**config.mk**
```make
export PLATFORM = sky130hd
export DESIGN_NAME = qfb_regs
export DESIGN_NICKNAME = d
export VERILOG_FILES = /design/src/hw/qfb_pkg.sv /design/src/hw/qfb_regs.sv
export SDC_FILE = /design/constraint.sdc
export NUM_CORES = 1
export LEC_CHECK = 0
export BUFFER_PORTS_ARGS = -buffer_cell sky130_fd_sc_hd__buf_2
export CAP_MARGIN = 20
export CORE_MARGIN = 1
export CORE_UTILIZATION = 46
export DETAILED_ROUTE_END_ITERATION = 12
export PLACE_DENSITY = 0.74
export SLEW_MARGIN = 20
export SYNTH_ARGS = -nofsm -noshare
export SYNTH_HDL_FRONTEND = slang
export SYNTH_SLANG_ARGS = --single-unit
```
**constraint.sdc**
```tcl
create_clock -name REF_CLK -period 5.51 [get_ports REF_CLK]
set_input_delay 0.2755 -clock REF_CLK [delete_from_list [all_inputs] [get_ports REF_CLK]]
set_output_delay 0.2755 -clock REF_CLK [all_outputs]
set_load 0.1 [all_outputs]
```
**src/hw/qfb_pkg.sv**
```systemverilog
// Constants for the queue and bit-framing register block.
// Assumes APB with 32-bit data and 8-bit byte addresses.
package qfb_pkg;
  // ----------------------------------------
  // Queue geometry
  // ----------------------------------------
  localparam int unsigned QDEPTH = 64;
  localparam logic [6:0] QFULL = 7'h40;
  localparam logic [3:0] ID_BYTES = 4'hA;
  // ----------------------------------------
  // Register indices (byte address = 4 x index)
  // ----------------------------------------
  localparam logic [5:0] IDX_DATA = 6'h09;
  localparam logic [5:0] IDX_LEVEL = 6'h0A;
  localparam logic [5:0] IDX_THR = 6'h0B;
  localparam logic [5:0] IDX_CTRL = 6'h0C;
  localparam logic [5:0] IDX_FRAME = 6'h0D;
  localparam logic [5:0] IDX_STAT = 6'h07;
  // ----------------------------------------
  // Field positions
  // ----------------------------------------
  localparam int unsigned B_FLUSH = 7;
  localparam int unsigned B_TSTOP = 7;
  localparam int unsigned B_TSTART = 6;
  localparam int unsigned B_IDCOPY = 5;
  localparam int unsigned B_INIT = 4;
  localparam int unsigned B_SEND = 7;
  localparam int unsigned B_ALIGN = 4;
  localparam int unsigned B_ST_HI = 0;
  localparam int unsigned B_ST_LO = 1;
  localparam int unsigned B_ST_OVF = 2;
  localparam int unsigned B_ST_MODEM = 4;
  // ----------------------------------------
  // Reset values and modem codes
  // ----------------------------------------
  localparam logic [5:0] THR_RST = 6'h08;
  localparam logic [2:0] ALIGN_RST = 3'h0;
  localparam logic [2:0] TXBITS_RST = 3'h0;
  localparam logic [2:0] MODEM_WAIT_SEND = 3'h1;
endpackage : qfb_pkg

```
**src/hw/qfb_regs.sv**
```systemverilog
// Queue, fill level, threshold, misc control and bit-framing registers.
// Assumes an APB master on REF_CLK and a transceiver core beside it.
`timescale 1ns/100ps
// Behaviour
// 64-byte queue; data-port write pushes, data-port read pops oldest byte.
// Queue stages bytes between host and the core's serial streams.
// Writing one to flush bit resets pointers and clears overflow error.
// Flush, timer stop and timer start act on one, read as zero.
// Read-only 7-bit fill count, up on push, down on pop.
// 6-bit warning threshold, resets to 08h, bits 7..6 read zero.
// High alert set when free space is at most the threshold.
// Low alert set when bytes held are at most the threshold.
// Writing one to control bit 7 stops the timer at once.
// Writing one to control bit 6 starts the timer at once.
// Identifier copy bit loads 10 stored bytes into queue, then self-clears.
// Role bit: one selects initiator, zero selects target.
// Read-only bits 2..0 show valid bits of last received byte.
// Send-start begins transmission only while exchange command is active.
// Receive alignment bits 6..4 give first stored bit position.
// Host keeps receive alignment zero outside 106 kbit/s anticollision.
// Transmit bits 2..0 give bits of final byte sent; zero sends eight.
// Modem state reads 001 while exchange waits for send-start.
// Data write when full sets overflow, drops byte, count unchanged.
// Data read when empty returns undefined byte, count stays zero.
module qfb_regs (
  input wire logic REF_CLK,
  input wire logic RESETN,
  input wire logic PSEL,
  input wire logic PENABLE,
  input wire logic PWRITE,
  input wire logic [7:0] PADDR,
  input wire logic [31:0] PWDATA,
  output logic [31:0] PRDATA,
  output logic PREADY,
  output logic PSLVERR,
  input wire logic CORE_PUSH_VALID,
  input wire logic [7:0] CORE_PUSH_DATA,
  output logic CORE_PUSH_READY,
  input wire logic CORE_POP_REQ,
  output logic CORE_POP_READY,
  output logic [7:0] CORE_POP_DATA,
  input wire logic [2:0] CORE_RX_LAST_BITS,
  input wire logic EXCHANGE_ACTIVE,
  input wire logic [2:0] MODEM_STATE_IN,
  input wire logic [79:0] STORED_ID,
  output logic TIMER_START,
  output logic TIMER_STOP,
  output logic SEND_START,
  output logic INITIATOR,
  output logic [2:0] RX_ALIGN,
  output logic [2:0] TX_LAST_BITS,
  output logic HIGH_ALERT,
  output logic LOW_ALERT,
  output logic OVERFLOW_ERR,
  output logic [2:0] MODEM_STATE
);
  import qfb_pkg::*;

  // ----------------------------------------
  // State
  // ----------------------------------------
  logic [7:0] mem [QDEPTH];
  logic [5:0] wr_ptr;
  logic [5:0] rd_ptr;
  logic [6:0] count;
  logic [5:0] threshold;
  logic copy_busy;
  logic [3:0] copy_idx;
  logic send_done;
  logic pready_q;

  // ----------------------------------------
  // APB decode
  // ----------------------------------------
  logic [5:0] idx;
  logic a_data;
  logic hit;
  logic stall;
  logic bus_done;
  logic bus_wr;
  logic [7:0] wbyte;
  logic [7:0] rbyte;

  assign idx = PADDR[7:2];
  assign a_data = (idx == IDX_DATA) && (PADDR[1:0] == 2'h0);
  assign hit = (PADDR[1:0] == 2'h0) && ((idx == IDX_DATA) || (idx == IDX_LEVEL) ||
    (idx == IDX_THR) || (idx == IDX_CTRL) || (idx == IDX_FRAME) || (idx == IDX_STAT));
  // Host data write waits while the identifier copy owns the push side
  assign stall = a_data && PWRITE && copy_busy;
  assign bus_done = PSEL && PENABLE && pready_q;
  assign bus_wr = bus_done && PWRITE && hit;
  assign wbyte = PWDATA[7:0];
  assign PREADY = pready_q;

  always_ff @(posedge REF_CLK) begin
    if (!RESETN) begin
      pready_q <= 1'b0;
    end else if (bus_done) begin
      pready_q <= 1'b0;
    end else if (PSEL && PENABLE && !stall) begin
      pready_q <= 1'b1;
    end
  end

  // ----------------------------------------
  // Queue push/pop arbitration
  // ----------------------------------------
  logic full;
  logic empty;
  logic flush;
  logic apb_push;
  logic apb_pop;
  logic core_push;
  logic core_pop;
  logic push;
  logic [7:0] push_data;
  logic do_push;
  logic do_pop;
  logic [6:0] next_count;

  assign full = (count == QFULL);
  assign empty = (count == 7'h00);
  assign flush = bus_wr && (idx == IDX_LEVEL) && wbyte[B_FLUSH];
  assign apb_push = bus_wr && a_data;
  assign apb_pop = bus_done && !PWRITE && a_data;
  // Core pushes are held off during host writes to the data or level register, and core pops
  // during host data reads, so a captured read byte is still the head when the pop lands
  assign CORE_PUSH_READY = !copy_busy &&
    !(PSEL && PWRITE && (a_data || idx == IDX_LEVEL));
  assign CORE_POP_READY = !empty && !(PSEL && !PWRITE && a_data);
  assign core_push = CORE_PUSH_VALID && CORE_PUSH_READY;
  assign core_pop = CORE_POP_REQ && CORE_POP_READY;
  assign CORE_POP_DATA = mem[rd_ptr];
  assign push = apb_push || copy_busy || core_push;

  always_comb begin
    if (apb_push) begin
      push_data = wbyte;
    end else if (copy_busy) begin
      push_data = STORED_ID[8 * copy_idx +: 8];
    end else begin
      push_data = CORE_PUSH_DATA;
    end
  end

  assign do_push = push && !full && !flush;
  assign do_pop = (apb_pop || core_pop) && !empty && !flush;

  always_comb begin
    if (flush) begin
      next_count = 7'h00;
    end else begin
      next_count = count + {6'h00, do_push} - {6'h00, do_pop};
    end
  end

  always_ff @(posedge REF_CLK) begin
    if (!RESETN) begin
      wr_ptr <= 6'h00;
      rd_ptr <= 6'h00;
      count <= 7'h00;
    end else begin
      count <= next_count;
      if (flush) begin
        wr_ptr <= 6'h00;
        rd_ptr <= 6'h00;
      end else begin
        if (do_push) begin
          wr_ptr <= wr_ptr + 6'h01;
        end
        if (do_pop) begin
          rd_ptr <= rd_ptr + 6'h01;
        end
      end
    end
  end

  always_ff @(posedge REF_CLK) begin
    if (do_push) begin
      mem[wr_ptr] <= push_data;
    end
  end

  // Overflow: a rejected push wins over a flush in the same cycle
  always_ff @(posedge REF_CLK) begin
    if (!RESETN) begin
      OVERFLOW_ERR <= 1'b0;
    end else if (push && full) begin
      OVERFLOW_ERR <= 1'b1;
    end else if (flush) begin
      OVERFLOW_ERR <= 1'b0;
    end
  end

  // ----------------------------------------
  // Threshold and alerts
  // ----------------------------------------
  always_ff @(posedge REF_CLK) begin
    if (!RESETN) begin
      threshold <= THR_RST;
    end else if (bus_wr && idx == IDX_THR) begin
      threshold <= wbyte[5:0];
    end
  end

  always_ff @(posedge REF_CLK) begin
    if (!RESETN) begin
      HIGH_ALERT <= 1'b0;
      LOW_ALERT <= 1'b1;
    end else begin
      HIGH_ALERT <= (QFULL - count) <= {1'b0, threshold};
      LOW_ALERT <= count <= {1'b0, threshold};
    end
  end

  // ----------------------------------------
  // Misc control
  // ----------------------------------------
  always_ff @(posedge REF_CLK) begin
    if (!RESETN) begin
      TIMER_STOP <= 1'b0;
      TIMER_START <= 1'b0;
    end else begin
      TIMER_STOP <= bus_wr && idx == IDX_CTRL && wbyte[B_TSTOP];
      TIMER_START <= bus_wr && idx == IDX_CTRL && wbyte[B_TSTART];
    end
  end

  always_ff @(posedge REF_CLK) begin
    if (!RESETN) begin
      INITIATOR <= 1'b0;
    end else if (bus_wr && idx == IDX_CTRL) begin
      INITIATOR <= wbyte[B_INIT];
    end
  end

  // Identifier copy: one byte per cycle, lowest byte first; flush aborts
  always_ff @(posedge REF_CLK) begin
    if (!RESETN) begin
      copy_busy <= 1'b0;
      copy_idx <= 4'h0;
    end else if (flush) begin
      copy_busy <= 1'b0;
      copy_idx <= 4'h0;
    end else if (copy_busy) begin
      if (copy_idx == ID_BYTES - 4'h1) begin
        copy_busy <= 1'b0;
        copy_idx <= 4'h0;
      end else begin
        copy_idx <= copy_idx + 4'h1;
      end
    end else if (bus_wr && idx == IDX_CTRL && wbyte[B_IDCOPY]) begin
      copy_busy <= 1'b1;
    end
  end

  // ----------------------------------------
  // Bit framing
  // ----------------------------------------
  always_ff @(posedge REF_CLK) begin
    if (!RESETN) begin
      RX_ALIGN <= ALIGN_RST;
      TX_LAST_BITS <= TXBITS_RST;
    end else if (bus_wr && idx == IDX_FRAME) begin
      RX_ALIGN <= wbyte[B_ALIGN +: 3];
      TX_LAST_BITS <= wbyte[2:0];
    end
  end

  logic send_req;
  assign send_req = bus_wr && idx == IDX_FRAME && wbyte[B_SEND];

  always_ff @(posedge REF_CLK) begin
    if (!RESETN) begin
      SEND_START <= 1'b0;
      send_done <= 1'b0;
    end else begin
      SEND_START <= send_req && EXCHANGE_ACTIVE;
      if (!EXCHANGE_ACTIVE) begin
        send_done <= 1'b0;
      end else if (send_req) begin
        send_done <= 1'b1;
      end
    end
  end

  always_comb begin
    if (EXCHANGE_ACTIVE && !send_done) begin
      MODEM_STATE = MODEM_WAIT_SEND;
    end else begin
      MODEM_STATE = MODEM_STATE_IN;
    end
  end

  // ----------------------------------------
  // Read data
  // ----------------------------------------
  always_comb begin
    case (idx)
      IDX_DATA: rbyte = mem[rd_ptr];
      IDX_LEVEL: rbyte = {1'b0, count};
      IDX_THR: rbyte = {2'h0, threshold};
      IDX_CTRL: rbyte = {2'h0, copy_busy, INITIATOR, 1'b0, CORE_RX_LAST_BITS};
      IDX_FRAME: rbyte = {1'b0, RX_ALIGN, 1'b0, TX_LAST_BITS};
      IDX_STAT: rbyte = {1'b0, MODEM_STATE, 1'b0, OVERFLOW_ERR, LOW_ALERT, HIGH_ALERT};
      default: rbyte = 8'h00;
    endcase
  end

  always_ff @(posedge REF_CLK) begin
    if (!RESETN) begin
      PRDATA <= 32'h0000_0000;
      PSLVERR <= 1'b0;
    end else if (PSEL && PENABLE && !pready_q && !stall) begin
      PRDATA <= (hit && !PWRITE) ? {24'h00_0000, rbyte} : 32'h0000_0000;
      PSLVERR <= !hit;
    end
  end

  // ----------------------------------------
  // Checks
  // ----------------------------------------
  AST_FLUSH: assert property (@(posedge REF_CLK) disable iff (!RESETN)
    flush |=> count == 7'h00 && wr_ptr == rd_ptr)
    else $error("flush did not empty queue");
  AST_FILL_UP: assert property (@(posedge REF_CLK) disable iff (!RESETN)
    apb_push && !full && !flush && !do_pop |=> count == $past(count) + 7'h01)
    else $error("fill count did not rise on data write");
  AST_THR_RST: assert property (@(posedge REF_CLK)
    !RESETN |=> threshold == THR_RST)
    else $error("threshold reset value wrong");
  AST_HIGH: assert property (@(posedge REF_CLK) disable iff (!RESETN)
    ##1 HIGH_ALERT == ((QFULL - $past(count)) <= {1'b0, $past(threshold)}))
    else $error("high alert mismatch");
  AST_LOW: assert property (@(posedge REF_CLK) disable iff (!RESETN)
    ##1 LOW_ALERT == ($past(count) <= {1'b0, $past(threshold)}))
    else $error("low alert mismatch");
  AST_TSTOP: assert property (@(posedge REF_CLK) disable iff (!RESETN)
    bus_wr && idx == IDX_CTRL && wbyte[B_TSTOP] |=> TIMER_STOP ##1 !TIMER_STOP)
    else $error("timer stop pulse wrong");
  AST_TSTART: assert property (@(posedge REF_CLK) disable iff (!RESETN)
    $rose(TIMER_START) |-> $past(bus_wr) && $past(wbyte[B_TSTART]))
    else $error("timer start without write");
  AST_COPY: assert property (@(posedge REF_CLK) disable iff (!RESETN)
    $rose(copy_busy) && !flush |-> copy_busy [*8] ##1 copy_busy ##1 copy_busy ##1 !copy_busy)
    else $error("identifier copy length wrong");
  AST_SEND: assert property (@(posedge REF_CLK) disable iff (!RESETN)
    SEND_START |-> $past(EXCHANGE_ACTIVE) && $past(send_req))
    else $error("send start outside exchange");
  AST_MODEM: assert property (@(posedge REF_CLK) disable iff (!RESETN)
    EXCHANGE_ACTIVE && !send_done |-> MODEM_STATE == MODEM_WAIT_SEND)
    else $error("modem state not waiting");
  AST_OVF: assert property (@(posedge REF_CLK) disable iff (!RESETN)
    apb_push && full && !do_pop |=> OVERFLOW_ERR && count == QFULL)
    else $error("overflow not flagged");
  AST_EMPTY: assert property (@(posedge REF_CLK) disable iff (!RESETN)
    apb_pop && empty && !push |=> count == 7'h00)
    else $error("empty read changed count");
  AST_POP: assert property (@(posedge REF_CLK) disable iff (!RESETN)
    apb_pop && !empty && !push |=> count == $past(count) - 7'h01)
    else $error("fill count did not fall on data read");
  AST_RO_LEVEL: assert property (@(posedge REF_CLK) disable iff (!RESETN)
    bus_done && !PWRITE && idx == IDX_LEVEL |-> !PRDATA[B_FLUSH])
    else $error("flush bit did not read as zero");
  AST_INIT: assert property (@(posedge REF_CLK) disable iff (!RESETN)
    bus_wr && idx == IDX_CTRL |=> INITIATOR == $past(wbyte[B_INIT]))
    else $error("role bit not written");
  AST_FRAME: assert property (@(posedge REF_CLK) disable iff (!RESETN)
    bus_wr && idx == IDX_FRAME |=> RX_ALIGN == $past(wbyte[6:4]) && TX_LAST_BITS == $past(wbyte[2:0]))
    else $error("framing fields not written");
  AST_SEND_IDLE: assert property (@(posedge REF_CLK) disable iff (!RESETN)
    send_req && !EXCHANGE_ACTIVE |=> !SEND_START)
    else $error("send start outside exchange");
endmodule : qfb_regs

```
==> qor.csv, run 1 <==
stage,metric,value,unit
timing,slew_headroom,0.352,
die,initial_core_util,0.470,
critical_path,cp-end-kind,output port,
power_and_ir_drop,power_frac_comb,0.200,
route,dr.first_iter.drc_count,1370,
clock_network,clk_pin_slew_worst_paths,0.07,ns
die,dieArea,53800,um^2
power_and_ir_drop,cellPowerDensity,393,nW/um^2
placed_design,gp_congestion,0.912,
final_layout,final_cell_mix,"edfxtp_1, buf_2, mux4_2, nor2_1, mux2i_1",
global_route,antenna_found_initial,2,
synth,ys_async_sr_fraction,0,
critical_path,crit_family,simple AND/OR/NAND/NOR gates,
power_and_ir_drop,p_int,7.77,mW
route,avgRoutedWirePerCell,25.4,um
global_route,grt_pass1_wl,88000,um
critical_path,cp_cell_sequence,"nor2b_1, nand2b_1, o221ai_1, a211oi_1, o22ai_1, buf_2",
min_path,min_path_type,input pin to flop,
route,first_pass_iters,5,
critical_path,critPathKind,flop to output port,
die,top_level_ports,202,
power_and_ir_drop,peakVddDrop,244,uV
power_and_ir_drop,power_switching,3.09,mW
timing,slew_viol_final,0,
synth,synth.distinct_cells,67,
final_layout,nNetsFinal,1788,
timing,setup_tns,0,ns
global_route,grt_usage,0.223,
synth,synthesis.area,24300,um^2
critical_path,cpPeakStageDelay,0.85,ns
synth,ys_ff_latch,572,
clock_network,numCtsBuffers,55,
synth,ys_warn_count,0,
clock_network,cts.htree.levels,2,
clock_network,cts.sinks,572,
critical_path,critPathBufInv,1,
run_status,run_status,finished clean,
power_and_ir_drop,switching_share,0.284,
final_layout,mostFrequentLayoutCell,edfxtp_1,
synth,synth-edff-count,512,
critical_path,r2r_slack,1.63,ns
synth,synth_ff_type,edfxtp_1,
route,avgViaCountPerCell,5.96,
die,fp.dieH,232,um
timing,tightest_slew,0.968,ns
critical_path,cp_max_fo,41,
timing,hold_viol,0,
die,std_cell_rows,83,
power_and_ir_drop,seqPwrFrac,0.455,
die,core-area,51700,um^2
critical_path,critPathLaunchType,flop,
placed_design,portBuffers,153,
timing,rsz0062_at_grt,no,
timing,fin_crit,4.54,ns
critical_path,slowest_stage,nor2b_1,
critical_path,worstPathRequired,5.23,ns
timing,fmax,0.220,GHz
route,wirelength,59500,um
global_route,grt_max_degree,73,
route,drcViolationCount,0,
clock_network,clock_latency,0.61,ns
timing,setup_ws,0.965,ns
final_layout,stdcell_count,2344,
clock_network,cts.path.max_buffers,3,
synth,avgSynthCellArea,16.5,um^2
clock_network,cts_tree,yes,
global_route,first_global_vias,14000,
timing,finalCritPeriodShare,0.825,
global_route,grt_overflow,0,
power_and_ir_drop,pwr-share-clk,0.345,
placed_design,detailed_place_hpwl,38400,um
timing,setup_viol,0,
final_layout,drive_above_1_share,0.243,
clock_network,cts-root-buf,clkbuf_16,
route,num_vias,14000,
synth,synthCells,1476,
run,max-cap-violations,0,
placed_design,dp_slack,1.10,ns
final_layout,antennaDiodeCount,0,
critical_path,cp.arrival,4.27,ns
synth,ys_seq_area_frac,0.682,
timing,whs,0.0122,ns
final_layout,synthToLayoutAreaGrowth,13.5,%
power_and_ir_drop,power.leakage,8.92,nW
placed_design,placedCellCount,2240,
route,ant_nets,0,
timing,skew,0.0130,ns
die,fp.dieW,232,um
## layer usage
metal | vias to the layer above | track usage | part of all wire
li1 | 6085 | - | -
met1 | 6969 | 0.285 | 0.38
met2 | 764 | 0.360 | 0.47
met3 | 142 | 0.0469 | 0.095
met4 | 4 | 0.112 | 0.050
met5 | - | 0 | 0.00044
## kinds of logic after synthesis
family / share of synthesized area
AO/OA/AOI/OAI: 0.0511
XOR/XNOR: 0.00757
adder cells (fa/ha/maj): 0.0137
buffers and inverters: 0.0257
flip-flops: 0.682
multiplexers: 0.150
other: 0.000154
AND/OR/NAND/NOR: 0.0695
## sequential cells by signal (all words and copies together) (netlist names), 3 cells and up, named ones only
register      count
mem             512
copy_idx          4
RX_ALIGN          3
rd_ptr            6
TX_LAST_BITS      3
PRDATA            8
count             7
wr_ptr            6
threshold         6
## power by group through the flow
stage               registers (mW)  clock network (mW)  logic (mW)
floorplan                     4.97                   0        1.66
global placement              5.03                   0        2.12
detailed placement            5.03                   0        2.15
CTS                           4.94                3.79        2.17
global route                  4.96                3.95        2.33
finish                        4.94                3.74        2.17
## cell usage after synthesis, drive strengths merged (15+ instances only)
master / count / area, um^2
nand2b: 17 / 106
clkbuf: 52 / 195
o21ai: 32 / 160
inv: 24 / 90.1
mux2i: 93 / 931
nor2b: 49 / 307
nor2: 95 / 357
nand3: 35 / 175
mux4: 114 / 2570
o221ai: 15 / 131
buf: 61 / 340
dfxtp: 60 / 1200
ha: 25 / 313
edfxtp: 512 / 15400
nand2: 60 / 225
a22o: 18 / 158
a21oi: 17 / 85.1
## metrics by stage
step | utilization | cell area (um^2) | power (mW)
CTS | 0.534 | 27600 | 10.9
finish | 0.534 | 27600 | 10.9
detailed placement | 0.498 | 25800 | 7.19
floorplan | - | 24400 | 6.64
global route | 0.534 | 27600 | 11.2
global placement | 0.498 | 25800 | 7.15
## cell type report
class	count	area (um^2)
Fill cell	4064	24100
Sequential cell	572	16600
Multi-Input combinational cell	790	7290
Clock buffer	67	1450
Timing Repair Buffer	177	991
Tap cell	680	851
Clock inverter	34	334
Inverter	24	90.1
## worst paths after layout
check | start | end | depth (start not counted)
setup / recovery | flop | CORE_POP_DATA[7] | 6
hold / removal | PWDATA[0] | threshold[0] | 3
setup reg to reg | PREADY | mem[38][2] | 7
hold reg to reg | send_done | send_done | 2
## what timing repair did
action / in CTS / in global routing
setup buffers: 0 / 0
setup endpoints to repair: 0 / 0
hold buffers: 3 / 0
resized for setup: 0 / 0
hold endpoints to repair: 5 / 0
## worst register-to-register path, cell delays in order (launching register included)
cell and delay (ns):
dfxtp_1 0.39, nand4_1 0.18, nor4_4 0.17, buf_4 0.36, a211oi_2 0.15, nor3_4 0.42
nand4b_1 0.84, nor2_1 1.00
Note: power is estimated with default switching activity, not from simulation.
==> run 2: changes to the inputs <==
clock period = 4.1 ns   (was 5.51 ns; I/O delays follow)
==> qor.csv, run 2 (synthesis gave the netlist of run 1 again) <==
stage,metric,value,unit
run_status,run_status,finished clean,
global_route,grt_overflow,0,
critical_path,reg2reg_depth,16,
clock_network,cts_tree,yes,
critical_path,r2r-end,count[6],
power_and_ir_drop,seqPwrFrac,0.447,
power_and_ir_drop,switching_share,0.281,
critical_path,critPathKind,flop to output port,
final_layout,stdcell_count,2444,
power_and_ir_drop,cellPowerDensity,518,nW/um^2
power_and_ir_drop,power_switching,4.13,mW
final_layout,final_util,0.549,
final_layout,regMostFlops,mem,
route,avgViaCountPerCell,5.79,
timing,slew_viol_final,0,
route,first_pass_iters,6,
global_route,grt_pass1_wl,86300,um
global_route,first_global_vias,14100,
critical_path,cp-end-kind,output port,
global_route,grt_max_degree,65,
critical_path,r2r-start,count[1],
min_path,hold_depth,2,
critical_path,cp_max_fo,19,
timing,hold_viol,0,
route,dr.first_iter.drc_count,1348,
placed_design,portBuffers,153,
route,wirelength,57900,um
clock_network,cts.sinks,572,
die,dieArea,53800,um^2
timing,tightest_slew,0.973,ns
clock_network,cts.htree.levels,2,
final_layout,synthToLayoutAreaGrowth,16.7,%
final_layout,largest_reg_flops,512,
min_path,min_path_type,input pin to flop,
timing,fmax,0.254,GHz
global_route,antenna_found_initial,1,
timing,slew_headroom,0.350,
die,std_cell_rows,83,
final_layout,mostFrequentLayoutCell,edfxtp_1,
power_and_ir_drop,power.leakage,9.44,nW
die,fp.dieH,232,um
die,core-area,51700,um^2
die,top_level_ports,202,
critical_path,slowest_stage,nor2b_1,
final_layout,fillers,3993,
final_layout,reg.largest.list,"mem x512, PRDATA x8, count x7",
timing,fin_crit,3.93,ns
min_path,holdPathEnd,threshold[3],
power_and_ir_drop,pwr-share-clk,0.348,
route,avgRoutedWirePerCell,23.7,um
critical_path,cp_cell_sequence,"nor2b_1, a22o_1, a221oi_1, o211ai_1, a2bb2oi_1, inv_1, buf_2",
timing,finalCritPeriodShare,0.959,
critical_path,cp.arrival,3.73,ns
power_and_ir_drop,power_frac_comb,0.204,
final_layout,drive_above_1_share,0.276,
final_layout,seq_area,16600,um^2
critical_path,cpPeakStageDelay,0.83,ns
placed_design,placedCellCount,2328,
power_and_ir_drop,p_int,10.6,mW
critical_path,critPathLaunchType,flop,
final_layout,nNetsFinal,1886,
clock_network,numCtsBuffers,56,
die,fp.dieW,232,um
clock_network,clock_latency,0.62,ns
clock_network,clk_pin_slew_worst_paths,0.06,ns
min_path,min_from,RESETN,
placed_design,detailed_place_hpwl,37600,um
clock_network,cts.path.max_buffers,3,
final_layout,multi_input_area,7280,um^2
timing,skew,0.0219,ns
power_and_ir_drop,total_power,14.7,mW
final_layout,final_cell_mix,"edfxtp_1, buf_2, mux4_2, buf_4, nor2_1",
clock_network,postCtsSetupRepairBufs,0,
route,ant_nets,0,
route,drcViolationCount,0,
placed_design,gp_congestion,0.908,
global_route,grt_usage,0.216,
route,num_vias,14200,
power_and_ir_drop,peakVddDrop,346,uV
critical_path,worstPathRequired,3.89,ns
clock_network,cts-root-buf,clkbuf_16,
critical_path,r2r_slack,0.64,ns
timing,setup_viol,0,
timing,rsz0062_at_grt,no,
run,max-cap-violations,0,
die,initial_core_util,0.470,
[run 2: cell types whose count changed in the layout (fill, tap and decap cells not counted), sizes merged]
cell | before | now
buf | 174 | 262
clkbuf | 67 | 71
bufinv | 6 | 7
diode | 0 | 1
clkinvlp | 2 | 1
dlygate4sd3 | 3 | 12
inv | 27 | 25
[run 2: layout make-up]
type,count,area share
Sequential cell,572,0.585
Inverter,24,0.00318
Multi-Input combinational cell,790,0.257
Antenna cell,1,0.0000882
Tap cell,680,0.0300
Clock inverter,32,0.0121
Clock buffer,71,0.0521
Timing Repair Buffer,274,0.0611
[run 2: worst max-delay path by stage]
stage	from	endpoint	cells past startpoint
after CTS	flop	CORE_POP_DATA[6]	8
after floorplan	PREADY	count[6]	15
final	flop	CORE_POP_DATA[6]	7
after global placement	PADDR[5]	count[6]	16
after detailed placement	PADDR[5]	count[6]	16
after global routing	flop	CORE_POP_DATA[6]	7
[run 2: power groups by stage]
| stage | clock network [mW] | registers [mW] | logic [mW] |
|---|---|---|---|
| finish | 5.12 | 6.58 | 3.00 |
| detailed placement | 0 | 6.71 | 2.99 |
| CTS | 5.20 | 6.58 | 3.01 |
| global placement | 0 | 6.70 | 2.94 |
| floorplan | 0 | 6.68 | 2.24 |
| global route | 5.41 | 6.59 | 3.24 |
[run 2: critical path: cells and delay by family, from the launching register on]
kind            cells  cell delay, ns
compound gates      4            1.26
simple gates        1            0.83
flops               1            0.60
buf+inv             2            0.42
[run 2: metal layers]
metal,global-route usage,routed length [um]
met2,0.359,28400
met5,0,0
met4,0.0676,1390
met1,0.287,23600
met3,0.0411,4550
[run 2: timing repair]
item,in CTS,in global routing
resized for setup,0,1
hold buffers,12,0
hold endpoints to repair,19,0
endpoints found under the setup margin,0,1
[run 2: stage by stage]
stage          cell area (um^2)  setup slack [ns]  hold WS, ns  TNS [ns]
4_1_cts                   28400             0.135       0.0220         0
2_1_floorplan             24400           -0.0267        0.324   -0.0267
3_3_place_gp              26400             0.324        0.443         0
3_5_place_dp              26400             0.387        0.440         0
6_report                  28400             0.169       0.0762         0
5_1_grt                   28400            0.0530       0.0853         0
